==> src/rtl/lpmm_pkg.sv <==
package lpmm_pkg;
  // register byte offsets
  localparam logic [7:0] OFS_CTRL   = 8'h00;
  localparam logic [7:0] OFS_WAKE   = 8'h04;
  localparam logic [7:0] OFS_PIN    = 8'h08;
  localparam logic [7:0] OFS_RSTEN  = 8'h0c;
  localparam logic [7:0] OFS_RAMRET = 8'h10;
  localparam logic [7:0] OFS_CLKG   = 8'h14;
  localparam logic [7:0] OFS_STAT   = 8'h18;
  // control field positions
  localparam int B_TSEL  = 0;  // deep_sleep_target_select
  localparam int B_FWAKE = 1;  // stop_mode_wake_config fast wake
  localparam int B_FSRC  = 2;  // fast wake source: 0 low_freq_osc, 1 rtc_timer_clock
  localparam int B_APWR  = 3;  // analog power system enable
  localparam int B_RSEL  = 4;  // regulator_group input selects, 3 bits
  localparam int B_DRV   = 7;  // external_drive_supply switch
  localparam int B_SYNC  = 8;  // buck switching synchronised to system clock
  // reset values
  localparam logic [8:0]  CTRL_RST = 9'h008;
  localparam logic [15:0] CLKG_RST = 16'hffff;
  // stretch of the reset pulse issued on deepest-sleep exit
  localparam int CLK_NS      = 40;
  localparam int RST_HOLD_NS = 1000;
  localparam int RST_HOLD_CY = (RST_HOLD_NS + CLK_NS - 1) / CLK_NS;
  // sequencer states
  typedef enum logic [5:0] {
    ST_PWRUP = 6'h01,
    ST_RUN   = 6'h02,
    ST_HALT  = 6'h04,
    ST_STOP  = 6'h08,
    ST_DEEP  = 6'h10,
    ST_RSTH  = 6'h20
  } lpmm_state_e;
endpackage

==> src/rtl/lpmm_manager.sv <==
// Local design decisions: the register offsets and the APB register port.
`timescale 1ns/1ps
// Notes on behaviour
// - sleep instruction starts a mode transition
// - deep request, select clear: stop mode
// - deep request, select set: deepest sleep
// - stop halts clocks; enabled sources wake
// - fast wake keeps slow clock running
// - halt stops core only; interrupt wakes
// - inside handler, only recognised interrupt wakes
// - deepest sleep: regulators off, state kept
// - per 4 kB block RAM retention select
// - enabled peripheral and pin wakes accepted
// - enabled reset sources end deepest sleep
// - deepest sleep held until accepted reset
// - fourteen separately enabled pin wakes
// - sleep indicator high in deepest sleep
// - core held until supplies good
// - battery below reset level holds reset
// - battery below warning flags low
// - buck bypass on low headroom, sync
// - per regulator source; analog enable
// - software switch feeds external drive
// - peripheral clocks individually gateable
module lpmm_manager
  import lpmm_pkg::*;
#(
  parameter int NPIN = 14,  // pin wake inputs
  parameter int NRAM = 8,   // 4 kB RAM blocks
  parameter int NPER = 16   // gateable peripheral clocks
) (
  input  wire logic            pclk,
  input  wire logic            presetn,
  input  wire logic            psel,
  input  wire logic            penable,
  input  wire logic            pwrite,
  input  wire logic [7:0]      paddr,
  input  wire logic [31:0]     pwdata,
  output logic [31:0]          prdata,
  output logic                 pready,
  output logic                 pslverr,
  input  wire logic            sleep_retire,
  input  wire logic            core_deep_sleep_request,
  input  wire logic            in_handler,
  input  wire logic            irq_pending,
  input  wire logic            irq_recognised,
  input  wire logic [7:0]      wake_src,
  input  wire logic [NPIN-1:0] pin_wake,
  input  wire logic [6:0]      reset_src,
  input  wire logic            supply_ok,
  input  wire logic            vbat_below_reset,
  input  wire logic            vbat_below_warn,
  input  wire logic            headroom_low,
  output logic                 core_run,
  output logic                 core_clk_en,
  output logic [NPER-1:0]      periph_clk_en,
  output logic                 slow_clk_keep,
  output logic                 regulators_en,
  output logic [2:0]           reg_src_sel,
  output logic                 drive_sel,
  output logic                 buck_bypass,
  output logic                 buck_sync,
  output logic [NRAM-1:0]      ram_retain,
  output logic                 sleep_indicator,
  output logic                 sys_reset,
  output logic                 battery_low
);
  // software registers, reset only by presetn so they survive deep sleep
  logic [8:0]      ctrl;       // control fields
  logic [7:0]      wake_en;    // peripheral wake enables
  logic [NPIN-1:0] pin_en;     // pin wake enables
  logic [6:0]      rst_en;     // accepted reset sources
  logic [NRAM-1:0] ram_ret;    // retained RAM blocks
  logic [NPER-1:0] clk_gate;   // peripheral clock enables
  logic            warn_seen;  // sticky battery-low
  lpmm_state_e     state;      // sequencer state
  lpmm_state_e     next_state; // next sequencer state
  logic            tgt_deep;   // latched sleep target
  logic            tgt_stop;   // latched stop target
  logic            isr_lat;    // sleep issued from a handler
  logic [5:0]      hold_cnt;   // reset stretch counter
  logic            wr_acc;     // write taken this edge
  logic            rd_acc;     // read answered this edge
  logic            irq_ok;     // interrupt may wake
  logic            wake_hit;   // enabled wake source present
  logic            rst_hit;    // enabled reset source present

  // apb access phase completes on the edge where pready is high
  assign wr_acc = psel & penable & pready & pwrite;
  assign rd_acc = psel & penable & ~pready & ~pwrite;

  // wake qualification
  assign irq_ok   = irq_pending & (~isr_lat | irq_recognised);
  assign wake_hit = |(wake_src & wake_en) | |(pin_wake & pin_en);
  assign rst_hit  = |(reset_src & rst_en) | (rst_en[6] & wake_hit);

  // one wait state: pready rises one cycle into the access phase
  always_ff @(posedge pclk or negedge presetn) begin
    if (!presetn) begin
      pready  <= 1'b0;
      pslverr <= 1'b0;
    end else begin
      pready  <= psel & penable & ~pready;
      pslverr <= psel & penable & ~pready & (paddr > OFS_STAT);
    end
  end

  // register writes
  always_ff @(posedge pclk or negedge presetn) begin
    if (!presetn) begin
      ctrl     <= CTRL_RST;
      wake_en  <= '0;
      pin_en   <= '0;
      rst_en   <= '0;
      ram_ret  <= '0;
      clk_gate <= CLKG_RST;
    end else if (wr_acc) begin
      case (paddr)
        OFS_CTRL:   ctrl     <= pwdata[8:0];
        OFS_WAKE:   wake_en  <= pwdata[7:0];
        OFS_PIN:    pin_en   <= pwdata[NPIN-1:0];
        OFS_RSTEN:  rst_en   <= pwdata[6:0];
        OFS_RAMRET: ram_ret  <= pwdata[NRAM-1:0];
        OFS_CLKG:   clk_gate <= pwdata[NPER-1:0];
        default:    ctrl     <= ctrl;                // others ignored
      endcase
    end
  end

  // read data, captured in the wait cycle; unmapped reads give zero
  always_ff @(posedge pclk or negedge presetn) begin
    if (!presetn) begin
      prdata <= '0;
    end else if (rd_acc) begin
      case (paddr)
        OFS_CTRL:   prdata <= {23'h0, ctrl};
        OFS_WAKE:   prdata <= {24'h0, wake_en};
        OFS_PIN:    prdata <= 32'(pin_en);
        OFS_RSTEN:  prdata <= {25'h0, rst_en};
        OFS_RAMRET: prdata <= 32'(ram_ret);
        OFS_CLKG:   prdata <= 32'(clk_gate);
        OFS_STAT:   prdata <= {21'h0, buck_bypass, battery_low, warn_seen, tgt_deep, state, core_run};
        default:    prdata <= '0;
      endcase
    end
  end

  // sticky battery-low, write one to bit 2 of status clears; a new event wins
  always_ff @(posedge pclk or negedge presetn) begin
    if (!presetn) begin
      warn_seen <= 1'b0;
    end else if (vbat_below_warn) begin
      warn_seen <= 1'b1;
    end else if (wr_acc && paddr == OFS_STAT && pwdata[2]) begin
      warn_seen <= 1'b0;
    end
  end

  // sleep target captured as the instruction retires
  always_ff @(posedge pclk or negedge presetn) begin
    if (!presetn) begin
      tgt_deep <= 1'b0;
      tgt_stop <= 1'b0;
      isr_lat  <= 1'b0;
    end else if (state == ST_RUN && sleep_retire) begin
      tgt_deep <= core_deep_sleep_request & ctrl[B_TSEL];
      tgt_stop <= core_deep_sleep_request & ~ctrl[B_TSEL];
      isr_lat  <= in_handler;
    end
  end

  // sequencer next state
  always_comb begin
    next_state = state;
    case (state)
      ST_PWRUP: begin
        if (supply_ok && !vbat_below_reset) begin
          next_state = ST_RUN;
        end
      end
      ST_RUN: begin
        if (sleep_retire) begin
          if (!core_deep_sleep_request) begin
            next_state = ST_HALT;
          end else if (ctrl[B_TSEL]) begin
            next_state = ST_DEEP;
          end else begin
            next_state = ST_STOP;
          end
        end
      end
      ST_HALT: begin
        if (irq_ok) begin
          next_state = ST_RUN;
        end
      end
      ST_STOP: begin
        if (wake_hit && (!isr_lat || irq_recognised)) begin
          next_state = ST_RUN;
        end
      end
      ST_DEEP: begin
        if (rst_hit) begin
          next_state = ST_RSTH;
        end
      end
      ST_RSTH: begin
        if (hold_cnt == 6'd0) begin
          next_state = ST_PWRUP;
        end
      end
      default: next_state = ST_PWRUP;
    endcase
    if (vbat_below_reset) begin
      next_state = ST_PWRUP;
    end
  end

  // sequencer state register
  always_ff @(posedge pclk or negedge presetn) begin
    if (!presetn) begin
      state <= ST_PWRUP;
    end else begin
      state <= next_state;
    end
  end

  // reset stretch counter, reloaded every cycle outside the hold state
  always_ff @(posedge pclk or negedge presetn) begin
    if (!presetn) begin
      hold_cnt <= '0;
    end else if (state != ST_RSTH) begin
      hold_cnt <= 6'(RST_HOLD_CY - 1);
    end else if (hold_cnt != 6'd0) begin
      hold_cnt <= hold_cnt - 6'd1;
    end
  end

  // clock and power outputs follow the next state
  always_ff @(posedge pclk or negedge presetn) begin
    if (!presetn) begin
      core_run        <= 1'b0;
      core_clk_en     <= 1'b0;
      periph_clk_en   <= '0;
      slow_clk_keep   <= 1'b0;
      regulators_en   <= 1'b0;
      ram_retain      <= '0;
      sleep_indicator <= 1'b0;
      sys_reset       <= 1'b1;
    end else begin
      core_run        <= (next_state == ST_RUN);
      core_clk_en     <= (next_state == ST_RUN);
      periph_clk_en   <= (next_state == ST_RUN || next_state == ST_HALT) ? clk_gate : '0;
      slow_clk_keep   <= (next_state == ST_STOP) ? ctrl[B_FWAKE] : 1'b0;
      regulators_en   <= ctrl[B_APWR] & (next_state != ST_DEEP);
      ram_retain      <= (next_state == ST_DEEP) ? ram_ret : '0;
      sleep_indicator <= (next_state == ST_DEEP);
      sys_reset       <= (next_state == ST_PWRUP) | (next_state == ST_RSTH);
    end
  end

  // supply routing and monitor outputs
  always_ff @(posedge pclk or negedge presetn) begin
    if (!presetn) begin
      reg_src_sel <= '0;
      drive_sel   <= 1'b0;
      buck_bypass <= 1'b0;
      buck_sync   <= 1'b0;
      battery_low <= 1'b0;
    end else begin
      reg_src_sel <= ctrl[B_RSEL +: 3];
      drive_sel   <= ctrl[B_DRV];
      buck_bypass <= headroom_low;
      buck_sync   <= ctrl[B_SYNC];
      battery_low <= vbat_below_warn;
    end
  end
endmodule

==> config.mk <==
export PLATFORM = sky130hd
export DESIGN_NAME = lpmm_manager
export DESIGN_NICKNAME = d
export VERILOG_FILES = /design/src/rtl/lpmm_pkg.sv /design/src/rtl/lpmm_manager.sv
export SDC_FILE = /design/constraint.sdc
export NUM_CORES = 1
export LEC_CHECK = 0
export ABC_AREA = 1
export BUFFER_PORTS_ARGS = -buffer_cell sky130_fd_sc_hd__buf_2
export CELL_PAD_IN_SITES_DETAIL_PLACEMENT = 1
export CELL_PAD_IN_SITES_GLOBAL_PLACEMENT = 1
export CORE_MARGIN = 2
export CORE_UTILIZATION = 39
export DETAILED_ROUTE_END_ITERATION = 10
export GPL_ROUTABILITY_DRIVEN = 0
export PLACE_DENSITY = 0.83
export RECOVER_POWER = 25
export SYNTH_ARGS = -nofsm -noshare
export SYNTH_HDL_FRONTEND = slang
export SYNTH_SLANG_ARGS = --single-unit
==> constraint.sdc <==
create_clock -name pclk -period 1.8 [get_ports pclk]
set_input_delay 0.27 -clock pclk [delete_from_list [all_inputs] [get_ports pclk]]
set_output_delay 0.27 -clock pclk [all_outputs]
set_load 0.02 [all_outputs]
[Yosys cells after proc, flatten, opt, wreduce, memory -nomap -nowiden]
Cells that the tools add are included.
Word-level totals
  input bits: 83
  logic and storage cells: 109
  bits in registers: 147
  output and inout port bits: 71
Operators by class
  $lt $le $gt $ge: 1
  equal/unequal tests: 20
  reductions and logical operators: 23
  add/sub/neg operators: 1
  bitwise logic cells: 20
  muxes and demuxes: 18
Operators by type and width (number)
  case mux 16 bit (7 select lines): 1
  2-to-1 mux 6 bit: 9
  case mux 6 bit (6 select lines): 1
  equality test 8 x 5 -> 1 bit (second input constant): 3
  equality test 8 x 4 -> 1 bit (second input constant): 2
  2-to-1 mux 16 bit: 1
  bitwise AND 14 bit: 1
  OR reduction 14 bit: 1
  equality test 6 x 1 -> 1 bit (second input constant): 2
  equality test 6 x 2 -> 1 bit (second input constant): 2
  equality test 6 x 3 -> 1 bit (second input constant): 2
  equality test 6 x 4 -> 1 bit (second input constant): 2
  equality test 6 x 5 -> 1 bit (second input constant): 2
  equality test 6 bit (second input constant): 2
  AND reduction 2 bit: 6
  bitwise AND 1 bit: 10
  2-to-1 mux 5 bit: 2
  bitwise AND 8 bit: 1
  equality test 8 x 3 -> 1 bit (second input constant): 1
  > comparator 8 x 5 -> 1 bit (second input constant): 1
  logical NOT 8 bit: 1
  2-to-1 mux 8 bit: 1
  OR reduction 8 bit: 1
  bitwise AND 7 bit: 1
  13 further kinds: 27

[Logic depth before layout (Yosys ltp)]
  depth after elaboration: 11
  depth in mapped cells: 13
  depth with buffers taken out: 13

[Least setup slack after synthesis]
OpenSTA, ideal clock, no wires.
  kind: register to register
  start point: register hold_cnt[0]
  end point: register sys_reset
  clock period less this slack: 1.457 ns
  setup time: 0.086 ns
  cell stages (with the launch flop): 14
  buffers on the path: 0
  data required time: 1.714 ns
  arrival time: 1.372 ns
  setup slack: 0.343 ns
  cells stage by stage: dfrtp_1 inv_1 ha_1 inv_1 nor3_1 inv_1 nor2_1 nand2_1 inv_1 nor2_1 inv_1 nand2_1 nand2_1 nand3_1
On the way
  word-level cells in the longest chain between the ends: 6
  elaborated cells on any way between the ends: 7
  those cells by class: eq/ne (2); mux (3); bitwise (1); reduce/logical (1)
Ends and longest elaborated chain
  start, declared: line lpmm_manager.sv:81  | logic [5:0] hold_cnt;
  start signal, assigned: line lpmm_manager.sv:233  | hold_cnt <= 6'(RST_HOLD_CY - 1);
  start signal, assigned: line lpmm_manager.sv:235  | hold_cnt <= hold_cnt - 6'd1;
  logical NOT 6 bit *: line lpmm_manager.sv:208  | if (hold_cnt == 6'd0) begin
  2-to-1 mux 6 bit *: line lpmm_manager.sv:208
  case mux 6 bit (6 select lines) *: line lpmm_manager.sv:175  | case (state)
  2-to-1 mux 6 bit *: line lpmm_manager.sv:214  | if (vbat_below_reset) begin
  equality test 6 x 1 -> 1 bit or equality test 6 bit (tied branches): line lpmm_manager.sv:258  | sys_reset <= (next_state == ST_PWRUP) | (next_state == ST_RSTH);
  bitwise OR 1 bit *: line lpmm_manager.sv:258
  end signal, assigned: line lpmm_manager.sv:258
  end, declared: line lpmm_manager.sv:65  | output logic sys_reset,
Mark *: on every way between the ends. The rest lies on a longest branch, timed or not.
A chain may end at the register's enable or synchronous reset.

[Final worst setup path]
  start point: register state[2]
  end point: register regulators_en
On the way
  word-level cells in the longest chain between the ends: 5
  elaborated cells on any way between the ends: 16
  those cells by class: eq/ne (7); mux (8); bitwise (1)
Ends and longest elaborated chain
  start, declared: line lpmm_manager.sv:76  | lpmm_state_e state;
  start signal, assigned: line lpmm_manager.sv:224  | state <= next_state;
  equality test 6 bit (tied with other cells): line lpmm_manager.sv:175
  case mux 6 bit (6 select lines) *: line lpmm_manager.sv:175
  2-to-1 mux 6 bit *: line lpmm_manager.sv:214
  named net next_state[4]: line lpmm_manager.sv:77  | lpmm_state_e next_state;
  inequality test 6 x 5 -> 1 bit *: line lpmm_manager.sv:255  | regulators_en <= ctrl[B_APWR] & (next_state != ST_DEEP);
  bitwise AND 1 bit *: line lpmm_manager.sv:255
  end signal, assigned: line lpmm_manager.sv:255
  end, declared: line lpmm_manager.sv:58  | output logic regulators_en,
Mark *: on every way through the listed nets, which the timed path passes. The rest lies on a longest branch.

==> flow_summary.yaml <==
worst_setup_path:
  crit_type: "flop to flop"
  critPathArrivalTime_ps: 2110
  r2r_cells: 10
  cp_max_fo: 5
  worstSetupStartpointType: "flop"
  cp-end-kind: "flop"
  r2r-start: "state[2]"
  reg2reg_to: "regulators_en"
  ff2ff_setup_slack_ps: 6
  worstPathRequired_ps: 2120
pwr:
  power_density_nw_per_um2: 910.0
  pwr-share-seq: 0.448
  p_total_uw: 6709
  power_frac_clock: 0.494
  peakVddDrop_mv: 0.6970
  power.share.switching: 0.2289
  combPwrFrac: 0.058
  p_leak_uw: 0.003761
  p_sw_uw: 1536
  power.internal_uw: 5173
synthesis:
  ys_types: 37
  ys_warn_count: 0
  netlist_area_um2: 5874
  yosysSeqAreaShare: 0.5621
  avgSynthCellArea_um2: 8.664
  ys_ff_latch: 131
  synth_cells: 678
final_layout:
  finalNetCount: 906
  antennaDiodeCount: 0
  fillers: 1762
  drive_above_1_share: 0.2946
  syn_to_final_growth_pct: 25.50
  fin_cells: 1019
place:
  place_hpwl_um: 12550
  dp.cells: 980
  io_buffers: 121
floorplanning:
  die_area_um2: 16060
  ioPinCount: 154
  start_util: 0.4011
  dieWidth_um: 126.7
  dieHeight_um: 126.7
  core_um2: 14640
  num_rows: 44
grt:
  overflow: 0
  met1_usage: 0.2852
  first_global_vias: 5373
  grt_usage: 0.2292
  grtUsageMet2: 0.3901
  grt_max_degree: 44
  grt_pass1_wl_um: 28060
  grt_util_met3: 0.04935
  grt_antenna_before_repair: 0
  top_usage_layer: "met2"
min_path:
  hold_end: "isr_lat"
  holdPathStages: 3
  hp-class: "primary input to flop"
  holdCritStartpoint: "in_handler"
sta:
  slew_headroom: 0.4174
  setup_viol: 0
  fmax_mhz: 557.5
  finalCritPeriodShare: 0.9964
  finalHoldViolCount: 0
  finalClockSkew_ps: 8.328
  slew_viol_final: 0
  worstMarginPinSlew_ps: 874.0
  period_needed_ps: 1794
clock_network:
  cts_buffers: 17
  clkTransAtPathRegs_ps: 60
  cts_tree: "built"
  clock_sinks: 131
  clk_path_buf_depth: 2
  insertion_delay_ps: 430
  cts_max_level: 4
  cts_root_buffer: "clkbuf_16"
routing:
  via_count: 5184
  antenna_left: 0
  drt_pre_antenna_iters: 5
  wl_per_cell_um: 17.95
  dr.first_iter.drc_count: 330
  drc: 0
  viasPerCell: 5.087
  wl_um: 18290
flow_run:
  cap_violations: 0
run_status:
  status: "finished clean"
critical path, cell delays in order (launching register included):
cell     delay (ps)
dfrtp_1         400
inv_1           120
nand2_1          70
nor3_2          140
nand2_2         120
inv_1           140
nand4_1         210
nand2_4         160
nand3_4         150
inv_2           120
nor2_1           50
area by class of cell:
| cell class | count | area, um^2 | share of cell area |
|---|---|---|---|
| multi-input cells | 441 | 2152 | 0.2919 |
| flip-flops and latches | 131 | 3302 | 0.4479 |
| repair buffers | 141 | 787.0 | 0.1068 |
| well taps | 184 | 230.2 | 0.03123 |
| clock buffers | 27 | 513.0 | 0.06959 |
| clock inverters | 5 | 50.05 | 0.006789 |
| inverters | 90 | 337.8 | 0.04582 |
cell usage after synthesis (all sizes together):
library cell,instances,area (um^2)
buf,28,214.0
or2,1,6.260
clkinv,1,3.750
dfstp,19,499.2
nand3,15,80.08
o31ai,3,27.52
dfrtp,112,2803
nand4,7,43.79
a21o,1,7.510
o21ai,93,469.2
a211oi,1,7.510
inv,89,334.1
a22o,1,8.760
ha,1,12.51
nor2,40,182.7
nor3,16,105.1
conb,1,3.750
a21oi,25,158.9
clkbuf,4,15.01
o22ai,7,43.79
nand2,211,832.1
o211ai,1,7.510
xor2,1,8.760
power by group through the flow:
stage | logic (uW) | clock network [uW] | registers [uW]
after floorplan | 170 | 0 | 3060
after global routing | 430 | 3460 | 3000
after CTS | 383 | 3350 | 3000
final | 389 | 3320 | 3000
after global placement | 368 | 0 | 3050
after detailed placement | 374 | 0 | 3050
worst max path at each step:
stage,startpoint,to,depth (start not counted)
global placement,pin_en[11],regulators_en,12
detailed placement,paddr[5],prdata[9],10
finish,state[2],regulators_en,10
global route,state[2],regulators_en,10
CTS,pin_en[10],periph_clk_en[4],12
floorplan,hold_cnt[0],sys_reset,13
state kept, by name, indices dropped and copies added, names as in the netlist, 7 cells and up:
signal         flops
rst_en             7
wake_en            8
pin_en            14
prdata            16
ram_retain         8
ram_ret            8
periph_clk_en     16
clk_gate          16
ctrl               9
repair_timing:
action	CTS	global route
buffers inserted	0	3
endpoints found under the hold margin	31	0
pin swaps	0	3
hold buffers	3	0
setup endpoints to repair	1	35
gates cloned	0	1
resized for setup	1	20
metal layers:
layer / share of wire / routed length [um]
met2: 0.50 / 9216
met3: 0.044 / 809
met5: 0 / 0
met1: 0.42 / 7733
met4: 0.029 / 531
per-stage QoR:
step	util	area (um^2)	TNS (ps)	setup WS, ps	hold slack [ps]
after global routing	0.5034	7372	-749.5	-64.43	98.55
after global placement	0.4563	6683	0	108.0	251.2
final	0.5034	7372	0	6.413	57.84
after floorplan	-	5931	0	342.8	-25.59
after CTS	0.4974	7283	0	16.80	55.90
after detailed placement	0.4563	6683	0	65.28	253.6
cells in the final DEF, fill, tap and decap left out, types with 6 or more instances in the layout:
cell type / n
nand2_1: 195
nor3_2: 6
o21ai_0: 79
nor2_1: 29
a21oi_1: 16
clkbuf_1: 6
o21ai_1: 13
nand2_2: 13
conb_1: 16
buf_2: 119
inv_1: 78
a21oi_2: 9
clkbuf_16: 17
nor3_1: 9
nand4_1: 7
nand3_1: 12
o22ai_1: 7
dfstp_2: 19
buf_4: 15
dfrtp_1: 112
nor2_2: 7
inv_2: 11
cell families after synthesis:
logic type | after synthesis | synth area share
adder cells (fa/ha/maj) | 1 | 0.002130
XOR/XNOR | 1 | 0.001491
other | 1 | 0.0006384
AND/OR/NAND/NOR | 290 | 0.2128
buffers and inverters | 122 | 0.09648
flip-flops | 131 | 0.5621
AO/OA/AOI/OAI | 132 | 0.1244
No activity file was read; power rests on OpenSTA's default activity.
